File: config.mk
export PLATFORM = sky130hd
export DESIGN_NAME = cbr_ctrl
export DESIGN_NICKNAME = d
export VERILOG_FILES = /design/src/cbr_pkg.sv /design/src/cbr_ctrl.sv
export SDC_FILE = /design/constraint.sdc
export NUM_CORES = 2
export LEC_CHECK = 0
export BUFFER_PORTS_ARGS = -buffer_cell sky130_fd_sc_hd__clkbuf_2
export CELL_PAD_IN_SITES_DETAIL_PLACEMENT = 2
export CELL_PAD_IN_SITES_GLOBAL_PLACEMENT = 2
export CORE_ASPECT_RATIO = 0.75
export CORE_MARGIN = 1.5
export CORE_UTILIZATION = 45
export DETAILED_ROUTE_END_ITERATION = 6
export HOLD_SLACK_MARGIN = 0.03
export PLACE_DENSITY_LB_ADDON = 0.25
export SLEW_MARGIN = 10
export SYNTH_ARGS = -nofsm -noshare
export SYNTH_HDL_FRONTEND = slang
export SYNTH_SLANG_ARGS = --single-unit
File: constraint.sdc
create_clock -name aclk -period 12.8 [get_ports aclk]
set_input_delay 0.64 -clock aclk [delete_from_list [all_inputs] [get_ports aclk]]
set_output_delay 0.64 -clock aclk [all_outputs]
set_load 0.005 [all_outputs]
File: src/cbr_pkg.sv
package cbr_pkg;

    // ==========================================================
    // register map (byte addresses)
    localparam logic [7:0] OFF_CTRL   = 8'h00;
    localparam logic [7:0] OFF_INSTR  = 8'h04;
    localparam logic [7:0] OFF_PC     = 8'h08;
    localparam logic [7:0] OFF_BRIDX  = 8'h0C;
    localparam logic [7:0] OFF_BRMOD  = 8'h10;
    localparam logic [7:0] OFF_DIDX   = 8'h14;
    localparam logic [7:0] OFF_PMOD   = 8'h18;
    localparam logic [7:0] OFF_PCSTK  = 8'h1C;
    localparam logic [7:0] OFF_STSTK  = 8'h20;
    localparam logic [7:0] OFF_ARITHMETIC_STATUS_REGISTER  = 8'h24;
    localparam logic [7:0] OFF_MODE_CONTROL_REGISTER_ONE  = 8'h28;
    localparam logic [7:0] OFF_ILATCH = 8'h2C;
    localparam logic [7:0] OFF_INTERRUPT_MASK_POINTER = 8'h30;
    localparam logic [7:0] OFF_IRQNUM = 8'h34;
    localparam logic [7:0] OFF_LCNT   = 8'h38;
    localparam logic [7:0] OFF_LEND   = 8'h3C;
    localparam logic [7:0] OFF_STATUS = 8'h40;
    localparam logic [7:0] OFF_ADDRX  = 8'h44;
    localparam logic [7:0] OFF_ADDRY  = 8'h48;
    localparam logic [7:0] OFF_DREG   = 8'h4C;
    localparam logic [7:0] OFF_DEPTH  = 8'h50;

    // ==========================================================
    // control bit positions, reset values, responses
    localparam int        CTRL_SIMD   = 0;
    localparam int        CTRL_BC1    = 1;
    localparam int        CTRL_BC9    = 2;
    localparam logic [31:0] RST_ZERO  = 32'h0000_0000;
    localparam logic [31:0] ST_PUSH_MASK = 32'h0000_000F;
    localparam logic [1:0] RESP_OKAY  = 2'h0;
    localparam logic [1:0] RESP_SLV   = 2'h2;
    localparam logic [1:0] DLY_SLOTS  = 2'h2;
    localparam logic [31:0] LOOP_BACK = 32'h0000_0002;

    // ==========================================================
    // instruction kinds and write-channel states
    typedef enum logic [1:0] {
        CBR_JMP_ELSE = 2'h0,
        CBR_RET_SUB  = 2'h1,
        CBR_RET_INT  = 2'h2,
        CBR_BAD_KIND = 2'h3
    } cbr_kind_t;

    typedef enum logic [3:0] {
        CBR_W_IDLE = 4'b0001,
        CBR_W_ADDR = 4'b0010,
        CBR_W_DATA = 4'b0100,
        CBR_W_RESP = 4'b1000
    } cbr_wstate_t;

    typedef struct packed {
        logic [7:0] spare;
        logic [3:0] dreg;
        logic [5:0] rel_off;
        logic       clear_irq;
        logic       loop_abort;
        logic       mem_write;
        logic       second_dag;
        logic       cond_y;
        logic       cond_x;
        logic       pc_rel;
        logic       loop_reentry;
        logic       delayed;
        logic       compute;
        logic       else_clause;
        logic       cond_present;
        cbr_kind_t  kind;
    } cbr_instr_t;

    typedef struct packed {
        logic lr_skip;
        logic illegal;
        logic st_pop;
        logic bcast;
        logic mem_y;
        logic mem_x;
        logic comp_y;
        logic comp_x;
        logic taken;
    } cbr_stat_t;

endpackage

File: src/cbr_ctrl.sv
// The implementer's own choices: the address map and register access over AXI4-Lite.
`timescale 1ns/10ps
// Summary of operation
// - jump-with-else needs both condition and else; only compute may be absent
// - simd jump is taken only when both elements test true
// - each element does else transfer and compute when its own test fails
// - primary uses named data register, secondary the same number with bit 4 set
// - primary addresses with index then post-modifies; secondary uses index plus one
// - else memory access has post-modify only, never pre-modify
// - broadcast bit for the selected dag makes secondary use the same address
// - broadcast read loads one word into both destination registers
// - jump target math is identical in sisd and simd
// - subroutine return pops only the pc stack and branches there
// - interrupt return pops status stack when it was pushed
// - interrupt return clears serviced bit in latch and mask pointer
// - return when condition true or absent; else compute only when false
// - subroutine return takes delay and reentry; interrupt return only delay
// - loop counter decrements at the instruction two before loop end
// - reentry return suppresses the second decrement of that iteration
// - simd return needs both true; plain compute runs where own test true
// - relative offset is six-bit signed; indirect target is index plus modify
// - jump-with-else refuses delay, loop abort and clear interrupt options
module cbr_ctrl #(
    parameter int PC_DEPTH = 8,
    parameter int ST_DEPTH = 4
) (
    input  wire logic        aclk,
    input  wire logic        aresetn,
    input  wire logic [7:0]  s_axi_awaddr,
    input  wire logic        s_axi_awvalid,
    output logic             s_axi_awready,
    input  wire logic [31:0] s_axi_wdata,
    input  wire logic [3:0]  s_axi_wstrb,
    input  wire logic        s_axi_wvalid,
    output logic             s_axi_wready,
    output logic [1:0]       s_axi_bresp,
    output logic             s_axi_bvalid,
    input  wire logic        s_axi_bready,
    input  wire logic [7:0]  s_axi_araddr,
    input  wire logic        s_axi_arvalid,
    output logic             s_axi_arready,
    output logic [31:0]      s_axi_rdata,
    output logic [1:0]       s_axi_rresp,
    output logic             s_axi_rvalid,
    input  wire logic        s_axi_rready
);

    localparam int PW = $clog2(PC_DEPTH);
    localparam int SW = $clog2(ST_DEPTH);

    function automatic logic hit(input logic [7:0] a, input logic [7:0] o);
        hit = (a[7:2] == o[7:2]);
    endfunction

    function automatic logic mapped(input logic [7:0] a);
        mapped = hit(a, cbr_pkg::OFF_CTRL)   | hit(a, cbr_pkg::OFF_INSTR)
               | hit(a, cbr_pkg::OFF_PC)     | hit(a, cbr_pkg::OFF_BRIDX)
               | hit(a, cbr_pkg::OFF_BRMOD)  | hit(a, cbr_pkg::OFF_DIDX)
               | hit(a, cbr_pkg::OFF_PMOD)   | hit(a, cbr_pkg::OFF_PCSTK)
               | hit(a, cbr_pkg::OFF_STSTK)  | hit(a, cbr_pkg::OFF_ARITHMETIC_STATUS_REGISTER)
               | hit(a, cbr_pkg::OFF_MODE_CONTROL_REGISTER_ONE)  | hit(a, cbr_pkg::OFF_ILATCH)
               | hit(a, cbr_pkg::OFF_INTERRUPT_MASK_POINTER) | hit(a, cbr_pkg::OFF_IRQNUM)
               | hit(a, cbr_pkg::OFF_LCNT)   | hit(a, cbr_pkg::OFF_LEND);
    endfunction

    // ==========================================================
    // state
    cbr_pkg::cbr_wstate_t wst;
    logic [7:0]   aw_addr;
    logic [31:0]  w_data;
    logic [2:0]   ctrl;
    logic [31:0]  pc, bridx, brmod, didx, pmod;
    logic [31:0]  arithmetic_status_register, mode_control_register_one, ilatch, interrupt_mask_pointer, lcnt, lend;
    logic [4:0]   irq_num;
    logic [31:0]  addr_x, addr_y;
    logic [4:0]   dreg_x, dreg_y;
    cbr_pkg::cbr_stat_t stat;
    logic         lr_skip;
    logic [1:0]   dly_cnt;
    logic [31:0]  dly_tgt;
    logic [31:0]  pc_stk [PC_DEPTH];
    logic [31:0]  as_stk [ST_DEPTH];
    logic [31:0]  m1_stk [ST_DEPTH];
    logic [PW:0]  pc_sp;
    logic [SW:0]  st_sp;

    // ==========================================================
    // bus decode
    wire aw_fire  = s_axi_awvalid & s_axi_awready;
    wire w_fire   = s_axi_wvalid & s_axi_wready;
    wire do_write = (wst == cbr_pkg::CBR_W_ADDR) & w_fire
                  | (wst == cbr_pkg::CBR_W_DATA) & aw_fire
                  | (wst == cbr_pkg::CBR_W_IDLE) & aw_fire & w_fire;
    wire [7:0]  wa = (wst == cbr_pkg::CBR_W_ADDR) ? aw_addr : s_axi_awaddr;
    wire [31:0] wd = (wst == cbr_pkg::CBR_W_DATA) ? w_data : s_axi_wdata;
    wire full_w   = (s_axi_wstrb == 4'hF);
    wire w_ok     = mapped(wa);
    wire wr_en    = do_write & w_ok;
    wire exec     = wr_en & hit(wa, cbr_pkg::OFF_INSTR);

    // ==========================================================
    // instruction decode
    cbr_pkg::cbr_instr_t ins;
    assign ins = cbr_pkg::cbr_instr_t'(wd);
    wire simd   = ctrl[cbr_pkg::CTRL_SIMD];
    wire is_jmp = (ins.kind == cbr_pkg::CBR_JMP_ELSE);
    wire is_rts = (ins.kind == cbr_pkg::CBR_RET_SUB);
    wire is_rti = (ins.kind == cbr_pkg::CBR_RET_INT);
    wire is_ret = is_rts | is_rti;
    wire st_empty = (pc_sp == '0);
    wire bad_jmp = is_jmp & (~ins.cond_present | ~ins.else_clause
                 | ins.delayed | ins.loop_abort | ins.clear_irq
                 | ins.loop_reentry);
    wire bad_ret = is_ret & (ins.loop_abort | ins.clear_irq
                 | ins.else_clause & ~ins.cond_present)
                 | is_rti & ins.loop_reentry;
    wire illegal = bad_jmp | bad_ret | (ins.kind == cbr_pkg::CBR_BAD_KIND);
    wire cond_t  = ~ins.cond_present
                 | ins.cond_x & (~simd | ins.cond_y);
    wire fail_x  = ins.cond_present & ~ins.cond_x;
    wire fail_y  = simd & ins.cond_present & ~ins.cond_y;
    wire pass_x  = ~ins.cond_present | ins.cond_x;
    wire pass_y  = simd & (~ins.cond_present | ins.cond_y);
    wire comp_x  = ins.compute & (ins.else_clause ? fail_x : pass_x);
    wire comp_y  = ins.compute & (ins.else_clause ? fail_y : pass_y);
    wire mem_x   = is_jmp & fail_x;
    wire mem_y   = is_jmp & fail_y;
    wire bcast   = ins.second_dag ? ctrl[cbr_pkg::CTRL_BC9]
                                  : ctrl[cbr_pkg::CTRL_BC1];
    wire ret_ok  = is_ret & ~st_empty;
    wire taken   = cond_t & (is_jmp | ret_ok);
    wire run     = exec & ~illegal & ~(is_ret & cond_t & st_empty);
    wire [31:0] rel   = {{26{ins.rel_off[5]}}, ins.rel_off};
    wire [31:0] j_tgt = ins.pc_rel ? pc + rel : bridx + brmod;
    wire [31:0] top   = pc_stk[PW'(pc_sp - 1'b1)];
    wire [31:0] tgt   = is_jmp ? j_tgt : top;
    wire [31:0] pc_inc = pc + 32'h1;
    wire [31:0] nxt_seq = (dly_cnt == 2'h1) ? dly_tgt : pc_inc;
    wire take_now = taken & ~ins.delayed;
    wire [31:0] next_pc = take_now ? tgt : nxt_seq;
    wire [31:0] dec_pc  = lend - cbr_pkg::LOOP_BACK;
    wire at_dec  = (lcnt != '0) & (pc == dec_pc);
    wire lr_hit  = taken & is_rts & ins.loop_reentry
                 & (top >= dec_pc) & (top <= lend);
    wire pop_st  = taken & is_rti & cbr_pkg::ST_PUSH_MASK[irq_num]
                 & (st_sp != '0);
    wire [31:0] irq_bit = 32'h1 << irq_num;
    wire mem_any = mem_x | mem_y;

    // ==========================================================
    // write channel state machine
    always_ff @(posedge aclk) begin
        if (!aresetn) begin
            wst           <= cbr_pkg::CBR_W_IDLE;
            aw_addr       <= '0;
            w_data        <= '0;
            s_axi_awready <= 1'b0;
            s_axi_wready  <= 1'b0;
            s_axi_bvalid  <= 1'b0;
            s_axi_bresp   <= cbr_pkg::RESP_OKAY;
        end else begin
            case (wst)
                cbr_pkg::CBR_W_IDLE: begin
                    s_axi_awready <= 1'b1;
                    s_axi_wready  <= 1'b1;
                    if (aw_fire & ~w_fire) begin
                        wst           <= cbr_pkg::CBR_W_ADDR;
                        aw_addr       <= s_axi_awaddr;
                        s_axi_awready <= 1'b0;
                    end else if (w_fire & ~aw_fire) begin
                        wst          <= cbr_pkg::CBR_W_DATA;
                        w_data       <= s_axi_wdata;
                        s_axi_wready <= 1'b0;
                    end
                end
                cbr_pkg::CBR_W_ADDR, cbr_pkg::CBR_W_DATA: begin
                end
                cbr_pkg::CBR_W_RESP: begin
                    if (s_axi_bready) begin
                        wst           <= cbr_pkg::CBR_W_IDLE;
                        s_axi_bvalid  <= 1'b0;
                        s_axi_awready <= 1'b1;
                        s_axi_wready  <= 1'b1;
                    end
                end
                default: wst <= cbr_pkg::CBR_W_IDLE;
            endcase
            if (do_write) begin
                wst           <= cbr_pkg::CBR_W_RESP;
                s_axi_awready <= 1'b0;
                s_axi_wready  <= 1'b0;
                s_axi_bvalid  <= 1'b1;
                s_axi_bresp   <= (w_ok & full_w) ? cbr_pkg::RESP_OKAY
                                                 : cbr_pkg::RESP_SLV;
            end
        end
    end

    // ==========================================================
    // sequencer registers
    wire we = wr_en & full_w;
    always_ff @(posedge aclk) begin
        if (!aresetn) begin
            ctrl <= '0;  pc <= '0;  bridx <= '0;  brmod <= '0;
            didx <= '0;  pmod <= '0;  arithmetic_status_register <= '0;  mode_control_register_one <= '0;
            ilatch <= '0;  interrupt_mask_pointer <= '0;  irq_num <= '0;
            lcnt <= '0;  lend <= '0;  pc_sp <= '0;  st_sp <= '0;
            addr_x <= '0;  addr_y <= '0;  dreg_x <= '0;  dreg_y <= '0;
            stat <= '0;  lr_skip <= 1'b0;  dly_cnt <= '0;  dly_tgt <= '0;
        end else if (we) begin
            if (hit(wa, cbr_pkg::OFF_CTRL))   ctrl   <= wd[2:0];
            if (hit(wa, cbr_pkg::OFF_PC))     pc     <= wd;
            if (hit(wa, cbr_pkg::OFF_BRIDX))  bridx  <= wd;
            if (hit(wa, cbr_pkg::OFF_BRMOD))  brmod  <= wd;
            if (hit(wa, cbr_pkg::OFF_DIDX))   didx   <= wd;
            if (hit(wa, cbr_pkg::OFF_PMOD))   pmod   <= wd;
            if (hit(wa, cbr_pkg::OFF_ARITHMETIC_STATUS_REGISTER))  arithmetic_status_register  <= wd;
            if (hit(wa, cbr_pkg::OFF_MODE_CONTROL_REGISTER_ONE))  mode_control_register_one  <= wd;
            if (hit(wa, cbr_pkg::OFF_ILATCH)) ilatch <= wd;
            if (hit(wa, cbr_pkg::OFF_INTERRUPT_MASK_POINTER)) interrupt_mask_pointer <= wd;
            if (hit(wa, cbr_pkg::OFF_IRQNUM)) irq_num <= wd[4:0];
            if (hit(wa, cbr_pkg::OFF_LCNT))   lcnt   <= wd;
            if (hit(wa, cbr_pkg::OFF_LEND))   lend   <= wd;
            if (hit(wa, cbr_pkg::OFF_PCSTK) && pc_sp != (PW+1)'(PC_DEPTH)) begin
                pc_stk[pc_sp[PW-1:0]] <= wd;
                pc_sp <= pc_sp + 1'b1;
            end
            if (hit(wa, cbr_pkg::OFF_STSTK) && st_sp != (SW+1)'(ST_DEPTH)) begin
                as_stk[st_sp[SW-1:0]] <= arithmetic_status_register;
                m1_stk[st_sp[SW-1:0]] <= mode_control_register_one;
                st_sp <= st_sp + 1'b1;
            end
            if (exec) begin
                stat <= '{lr_skip: lr_skip, illegal: ~run, st_pop: run & pop_st,
                          bcast: run & mem_any & bcast & ~ins.mem_write,
                          mem_y: run & mem_y, mem_x: run & mem_x,
                          comp_y: run & comp_y, comp_x: run & comp_x,
                          taken: run & taken};
            end
            if (run) begin
                pc <= next_pc;
                if (dly_cnt != '0) dly_cnt <= dly_cnt - 2'h1;
                if (taken & ins.delayed) begin
                    dly_cnt <= cbr_pkg::DLY_SLOTS;
                    dly_tgt <= tgt;
                end
                if (mem_any) begin
                    addr_x <= didx;
                    addr_y <= bcast ? didx : didx + 32'h1;
                    didx   <= didx + pmod;
                    dreg_x <= {1'b0, ins.dreg};
                    dreg_y <= {1'b1, ins.dreg};
                end
                if (taken & is_ret)
                    pc_sp <= pc_sp - 1'b1;
                if (pop_st) begin
                    arithmetic_status_register <= as_stk[SW'(st_sp - 1'b1)];
                    mode_control_register_one <= m1_stk[SW'(st_sp - 1'b1)];
                    st_sp <= st_sp - 1'b1;
                end
                if (taken & is_rti) begin
                    ilatch <= ilatch & ~irq_bit;
                    interrupt_mask_pointer <= interrupt_mask_pointer & ~irq_bit;
                end
                if (at_dec & ~lr_skip)
                    lcnt <= lcnt - 32'h1;
                if (at_dec)
                    lr_skip <= 1'b0;
                if (lr_hit)
                    lr_skip <= 1'b1;
            end
        end
    end

    // ==========================================================
    // read channel
    wire [7:0] ra = s_axi_araddr;
    wire r_ok = mapped(ra)
              | hit(ra, cbr_pkg::OFF_STATUS) | hit(ra, cbr_pkg::OFF_ADDRX)
              | hit(ra, cbr_pkg::OFF_ADDRY)  | hit(ra, cbr_pkg::OFF_DREG)
              | hit(ra, cbr_pkg::OFF_DEPTH);
    wire [31:0] r_word =
        hit(ra, cbr_pkg::OFF_CTRL)   ? {29'h0, ctrl} :
        hit(ra, cbr_pkg::OFF_PC)     ? pc :
        hit(ra, cbr_pkg::OFF_BRIDX)  ? bridx :
        hit(ra, cbr_pkg::OFF_BRMOD)  ? brmod :
        hit(ra, cbr_pkg::OFF_DIDX)   ? didx :
        hit(ra, cbr_pkg::OFF_PMOD)   ? pmod :
        hit(ra, cbr_pkg::OFF_PCSTK)  ? (st_empty ? 32'h0 : top) :
        hit(ra, cbr_pkg::OFF_ARITHMETIC_STATUS_REGISTER)  ? arithmetic_status_register :
        hit(ra, cbr_pkg::OFF_MODE_CONTROL_REGISTER_ONE)  ? mode_control_register_one :
        hit(ra, cbr_pkg::OFF_ILATCH) ? ilatch :
        hit(ra, cbr_pkg::OFF_INTERRUPT_MASK_POINTER) ? interrupt_mask_pointer :
        hit(ra, cbr_pkg::OFF_IRQNUM) ? {27'h0, irq_num} :
        hit(ra, cbr_pkg::OFF_LCNT)   ? lcnt :
        hit(ra, cbr_pkg::OFF_LEND)   ? lend :
        hit(ra, cbr_pkg::OFF_STATUS) ? {21'h0, dly_cnt, stat} :
        hit(ra, cbr_pkg::OFF_ADDRX)  ? addr_x :
        hit(ra, cbr_pkg::OFF_ADDRY)  ? addr_y :
        hit(ra, cbr_pkg::OFF_DREG)   ? {19'h0, dreg_y, 3'h0, dreg_x} :
        hit(ra, cbr_pkg::OFF_DEPTH)  ? {16'h0, 8'(st_sp), 8'(pc_sp)} :
        cbr_pkg::RST_ZERO;

    always_ff @(posedge aclk) begin
        if (!aresetn) begin
            s_axi_arready <= 1'b0;
            s_axi_rvalid  <= 1'b0;
            s_axi_rdata   <= '0;
            s_axi_rresp   <= cbr_pkg::RESP_OKAY;
        end else if (s_axi_rvalid) begin
            if (s_axi_rready) begin
                s_axi_rvalid  <= 1'b0;
                s_axi_arready <= 1'b1;
            end
        end else if (s_axi_arvalid & s_axi_arready) begin
            s_axi_arready <= 1'b0;
            s_axi_rvalid  <= 1'b1;
            s_axi_rdata   <= r_word;
            s_axi_rresp   <= r_ok ? cbr_pkg::RESP_OKAY : cbr_pkg::RESP_SLV;
        end else begin
            s_axi_arready <= 1'b1;
        end
    end
endmodule

# ---- Yosys cells after proc, flatten, opt, wreduce, memory -nomap -nowiden
# Memories as Yosys holds them, arrays and structs flattened. A register that Yosys moved wholly into a read port is not among the register bits.
# Cells that the tools add are included.
dict set report totals {
  ff_bits 569
  ramBits 512
  mem_bits_ro 32
  input_bits 59
  output_inout_bits 41
  wordCells 373
  memories 4
}
dict set report classes {
  add_sub_neg 12
  magnitude_cmp 3
  n_eq_ne 53
  shift 1
  n_mux 93
  n_bitwise 128
  reduce_logical 36
}
# memory words width rd rd_clocked_by_memory_dff wr line_no
set mem_list {}
lappend mem_list {pc_stk 8 32 1 0 1 cbr_ctrl.sv:81} ;# logic [31:0] pc_stk [PC_DEPTH];
lappend mem_list {as_stk 4 32 1 0 1 cbr_ctrl.sv:82} ;# logic [31:0] as_stk [ST_DEPTH];
lappend mem_list {m1_stk 4 32 1 0 1 cbr_ctrl.sv:83} ;# logic [31:0] m1_stk [ST_DEPTH];
lappend mem_list {{(no name shown)} 32 1 1 1 0 cbr_ctrl.sv:145} ;# wire pop_st = taken & is_rti & cbr_pkg::ST_PUSH_MASK[irq_num]
# cell n
set op_table {}
lappend op_table {{$mux 32} 44}
lappend op_table {{$add 32x32->32} 3}
lappend op_table {{$eq 6x4->1 const B} 16}
lappend op_table {{$add 32x1->32 const B} 2}
lappend op_table {{$and 32x32->32} 2}
lappend op_table {{$or 1x1->1} 54}
lappend op_table {{$and 1x1->1} 53}
lappend op_table {{$eq 6x3->1 const B} 8}
lappend op_table {{$eq 32x32->1} 1}
lappend op_table {{$ge 32x32->1} 1}
lappend op_table {{$le 32x32->1} 1}
lappend op_table {{$not 32->32} 1}
lappend op_table {{$reduce_bool 32->1} 1}
lappend op_table {{$shl 1x5->32 const A} 1}
lappend op_table {{$sub 32x1->32 const B} 1}
lappend op_table {{$sub 32x2->32 const B} 1}
lappend op_table {{$eq 6x5->1 const B} 5}
lappend op_table {{$mux 4} 7}
lappend op_table {{$mux 1} 27}
lappend op_table {{$eq 6x2->1 const B} 4}
lappend op_table {{$reduce_and 2->1} 12}
lappend op_table {{$reduce_and 3->1} 7}
lappend op_table {{$not 1->1} 18}
lappend op_table {{$reduce_bool 2->1} 7}
lappend op_table {{other kinds (33)} 49}

# ---- Logic depth before layout (Yosys ltp)
dict set report depth {
  depth_word 25
  mapped_depth 21
  depth_no_buf 16
}

# ---- Worst setup path after synthesis
# OpenSTA, ideal clock, no wires.
dict set report synth_timing {
  path_kind {register to register}
  startpoint {register wst[0]}
  endpoint {memory as_stk[3][0], enable pin}
  setup_ns 0.486
  arrival_time_ns 5.159
  t_required_ns 12.314
  path_slack_ns 7.155
  stages_incl_launch_ff 9
  path_buffers 2
  synth_period_minus_slack_ns 5.645
  cell_sequence {dfxtp_1 -> or4b_2 -> clkbuf_1 -> or3_1 -> o31a_1 -> nor3_1 -> clkbuf_1 -> nand2_1 -> nor2_1}
}
dict set report synth_via {
  elab_chain_cells 23
  word_cells_on_any_way 48
  cone_classes {eq/ne (18); mux (5); bitwise (23); reduce/logical (2)}
}
# item line_no
set synth_lines {}
lappend synth_lines {{from (decl)} cbr_ctrl.sv:68} ;# cbr_pkg::cbr_wstate_t wst;
lappend synth_lines {{from (signal assigned)} cbr_ctrl.sv:154} ;# wst <= cbr_pkg::CBR_W_IDLE;
lappend synth_lines {{from (signal assigned)} cbr_ctrl.sv:167} ;# wst <= cbr_pkg::CBR_W_ADDR;
lappend synth_lines {{from (signal assigned)} cbr_ctrl.sv:171} ;# wst <= cbr_pkg::CBR_W_DATA;
lappend synth_lines {{$eq 4x2->1} {cbr_ctrl.sv:91, cbr_ctrl.sv:94}}
lappend synth_lines {{$mux 8} cbr_ctrl.sv:94} ;# wire [7:0] wa = (wst == cbr_pkg::CBR_W_ADDR) ? aw_addr : s_axi_awaddr;
lappend synth_lines {{$eq 6x1->1 or $logic_not 6->1 (tied branches)} cbr_ctrl.sv:52} ;# hit = (a[7:2] == o[7:2]);
lappend synth_lines {{$or 1x1->1} cbr_ctrl.sv:56} ;# mapped = hit(a, cbr_pkg::OFF_CTRL) | hit(a, cbr_pkg::OFF_INSTR)
lappend synth_lines {{$or 1x1->1 (2 in series)} cbr_ctrl.sv:57} ;# | hit(a, cbr_pkg::OFF_PC) | hit(a, cbr_pkg::OFF_BRIDX)
lappend synth_lines {{$or 1x1->1 (2 in series)} cbr_ctrl.sv:58} ;# | hit(a, cbr_pkg::OFF_BRMOD) | hit(a, cbr_pkg::OFF_DIDX)
lappend synth_lines {{$or 1x1->1 (2 in series)} cbr_ctrl.sv:59} ;# | hit(a, cbr_pkg::OFF_PMOD) | hit(a, cbr_pkg::OFF_PCSTK)
lappend synth_lines {{$or 1x1->1 (2 in series)} cbr_ctrl.sv:60} ;# | hit(a, cbr_pkg::OFF_STSTK) | hit(a, cbr_pkg::OFF_ARITHMETIC_STATUS_REGISTER)
lappend synth_lines {{$or 1x1->1 (2 in series)} cbr_ctrl.sv:61} ;# | hit(a, cbr_pkg::OFF_MODE_CONTROL_REGISTER_ONE) | hit(a, cbr_pkg::OFF_ILATCH)
lappend synth_lines {{$or 1x1->1 (2 in series)} cbr_ctrl.sv:62} ;# | hit(a, cbr_pkg::OFF_INTERRUPT_MASK_POINTER) | hit(a, cbr_pkg::OFF_IRQNUM)
lappend synth_lines {{$or 1x1->1 (2 in series)} cbr_ctrl.sv:63} ;# | hit(a, cbr_pkg::OFF_LCNT) | hit(a, cbr_pkg::OFF_LEND);
lappend synth_lines {{$and 1x1->1} cbr_ctrl.sv:98} ;# wire wr_en = do_write & w_ok;
lappend synth_lines {{$and 1x1->1} cbr_ctrl.sv:201} ;# wire we = wr_en & full_w;
lappend synth_lines {{$mux 1 (*)} cbr_ctrl.sv:210} ;# end else if (we) begin
lappend synth_lines {{$mux 1 (*)} cbr_ctrl.sv:203} ;# if (!aresetn) begin
lappend synth_lines {{$mux 1 (not written as such) (*)} cbr_ctrl.sv:229} ;# as_stk[st_sp[SW-1:0]] <= arithmetic_status_register;
lappend synth_lines {{to (decl)} cbr_ctrl.sv:82}
# Every way passes the cells marked *; elsewhere a longest branch is shown, timed or not.

==> reports/qor.txt <==
Setup Total Neg Slack: 0 ns
Gr usage total: 44.1%
# setup viols final: 0
Post-synth EDFFs: 512
Initial antenna violation count: 35
# placed instances: 6952
RSZ-0062 raised after global routing: false
Critical path's slowest cell: a21oi_4
Root Buffer: clkbuf_16
NumNets Final: 5681
RR Endpoint: mode_control_register_one[13]$_SDFFE_PN0N_
Max Fclk: 143 MHz
Final Hold Vio Count: 0
Global-route wire length before repair: 392 mm
Cell variety after synth: 92
Clock-pin slew on the worst setup and hold paths: 0.07 ns
CTS tree: done
CP peak stage delay: 1.03 ns
Minimum clock period: 7.01 ns
Cell Chain, Critical Path: nor4b_2 > buf_4 > mux2i_2 > buf_4 > clkinv_1 > o31ai_1 > nand2_1 > nor4_2 > buf_4 > nand4b_1 > buf_4 > a21oi_4 > o21ai_0 > a21oi_1
Clk_lat worst skew: 0.77 ns
Post-Route WL: 279 mm
Hold_sp: s_axi_wdata[11]
Final HPWL DP: 194 mm
Largest net degree at the start of global routing: 112
Top-count cell post-synth: dfxtp_1
Hold EP: w_data[11]$_SDFFE_PN0P_
I/O Pins: 100
CP endpoint kind: flip-flop
Worst setup path class: reg -> reg
Vias in the first global route: 52260
Final hold slack: 0.111 ns
Rows: 110
Die ar.: 124000 um^2
CP delay by family, top: buffers and inverters
Max Slew Vio Count: 0
Starting Density: 45.5%
Most common flop cell mapped by yosys: dfxtp_1
Post-synth top area cell: edfxtp_1
Via count: 51529
DRT iter0 DRCs: 7466
Rel. slew slack: 9.62%
Total power: 7.76 mW
Reg2Reg Depth: 14
Vias per inst: 7.18
Post-DR wirelength/cell: 38.8 um
Share of cells above drive strength 1: 12.8%
Cts hold-fix bufs: 0
Seq cells post-synth: 1074
Routed Antenna Nets: 0
Post-CTS Setup Inserts: 0
GRT overflow: 0
Measured slew at the worst slew-check pin: 1.35 ns
HP Class: in -> reg
Number of port buffers: 93
Status: finished with violations
Max Buffers Root-to-Sink: 3
Die H: 305 um
Die Width: 406 um
H-tree depth: 3
Synth top area share: 28.1%
Cell Pwr Density: 127 nW/um^2
Tcrit/Tclk final: 54.8%
R2R Setup Slk: 5.79 ns
Nature of the critical path startpoint: flip-flop
Resize count post-CTS: 0
Sequential area share after synthesis: 48.6%
DRT Pass-1 Iters: 7
Post-route insts no fill: 7179
MaxCap Viol Count: 0
Leak: 21.4 nW
Count of cells along the worst hold path: 3
Cell mode on critical path: buf_4
Remaining DRCs: 18
Cells after Synth: 5460
P&R area growth vs syn: 12.0%
Failing checks: design-rule violations
VDD IR max: 0.126 mV
Cts bufs inserted: 111
Post-synth ARST share: 0%
RD Place Congestion: 1.01
Synth Cell Area: 54800 um^2
Max FFs per register: 256
Ranking of synthesized cells by area: edfxtp_1 (28%), dfxtp_1 (21%), mux4_2 (5.3%)
Yosys warning count: 0
Worst-path fanout max: 70
CP Buf/Inv Count: 5
Worst EP required: 13.48 ns
Worst EP arrival: 7.69 ns
Sink Count: 1074
Synth Area per Inst: 10.0 um^2
Core area: 120000 um^2
Fin Clk Skew: 0.0406 ns
Worst reg2reg path startpoint: wst[2]$_SDFFE_PP0P_
Most frequent cells after synthesis: dfxtp_1 (562), nor2_1 (538), edfxtp_1 (512)
==> layout make-up <==
class / count / area (um^2)
diodes: 18 / 45.0
fillers: 12278 / 59000
well taps: 1624 / 2030
clock inverters: 54 / 677
clock buffers: 155 / 3200
multi-input cells: 3868 / 26600
repair buffers: 253 / 1710
flip-flops and latches: 1074 / 26600
inverters: 133 / 507
==> power breakdown <==
group | leakage, nW | internal (mW) | switching, mW | total (mW)
combinational | 9.96 | 0.143 | 0.458 | 0.601
clock | 1.89 | 2.00 | 1.55 | 3.55
sequential | 9.51 | 3.60 | 0.0166 | 3.61
==> worst reg2reg max path: stages, from the launching register on <==
cell and delay, ns:
dfxtp_1 0.46, nor4b_2 0.38, buf_4 0.69, mux2i_2 0.34, buf_4 0.30, clkinv_1 1.00
o31ai_1 0.85, nand2_1 0.24, nor4_2 0.26, buf_4 0.24, nand4b_1 0.12, buf_4 0.40
a21oi_4 1.07, o21ai_0 0.34, a21oi_1 0.23
==> placed cells by master, fill, tap and decap left out, drive strengths merged, types with 58 or more instances in the layout <==
master / instances
xor2: 69
nor3: 91
inv: 125
a21oi: 453
a221oi: 58
nand3: 114
dfxtp: 562
a211oi: 232
o22ai: 104
buf: 161
xnor2: 104
a22oi: 80
nand4: 81
nor2: 539
ha: 178
clkbuf: 247
mux4: 128
nand2: 460
o21ai: 384
edfxtp: 512
==> cells by family (layout without fill, tap and decap cells) <==
kind of cell	after synthesis	count (layout)	share of synthesized area [%]
buffers and inverters	519	595	3.61
AO/OA/AOI/OAI	1723	1723	20.1
XOR/XNOR	186	186	3.30
AND/OR/NAND/NOR	1561	1561	13.3
adder cells (fa/ha/maj)	181	181	4.17
flip-flops	1074	1074	48.6
multiplexers	215	215	6.92
other	1	20	0.00684
==> metal layers <==
| metal | vias to the layer above | wire length [um] | global-route usage (%) |
|---|---|---|---|
| met3 | 941 | 35800 | 13.4 |
| met1 | 26322 | 109000 | 59.6 |
| li1 | 20661 | - | - |
| met4 | 30 | 17400 | 24.3 |
| met2 | 3575 | 116000 | 62.9 |
| met5 | - | 207 | 0 |
==> how the worst max path moves through the flow <==
stage | end | startpoint | depth (start not counted) | slack [ns]
final | mode_control_register_one[13]$_SDFFE_PN0N_ | wst[2]$_SDFFE_PP0P_ | 14 | 5.79
after global placement | lcnt[4]$_SDFFE_PN0N_ | wst[2]$_SDFFE_PP0P_ | 14 | 6.71
after global routing | mode_control_register_one[13]$_SDFFE_PN0N_ | wst[2]$_SDFFE_PP0P_ | 14 | 5.70
after floorplan | as_stk[3][0]$_DFFE_PP_ | wst[0]$_SDFFE_PN1P_ | 8 | 7.15
after CTS | mode_control_register_one[13]$_SDFFE_PN0N_ | wst[2]$_SDFFE_PP0P_ | 14 | 6.03
after detailed placement | lcnt[10]$_SDFFE_PN0N_ | wst[2]$_SDFFE_PP0P_ | 14 | 6.28
==> stage by stage <==
step           utilization, %  area, um^2  setup slack, ns
3_3_place_gp             47.7       57500             6.71
5_1_grt                  50.9       61300             5.70
2_1_floorplan               -       54800             7.15
4_1_cts                  50.9       61300             6.03
6_report                 51.0       61400             5.79
3_5_place_dp             47.7       57500             6.28
No activity file was read; power rests on OpenSTA's default activity.
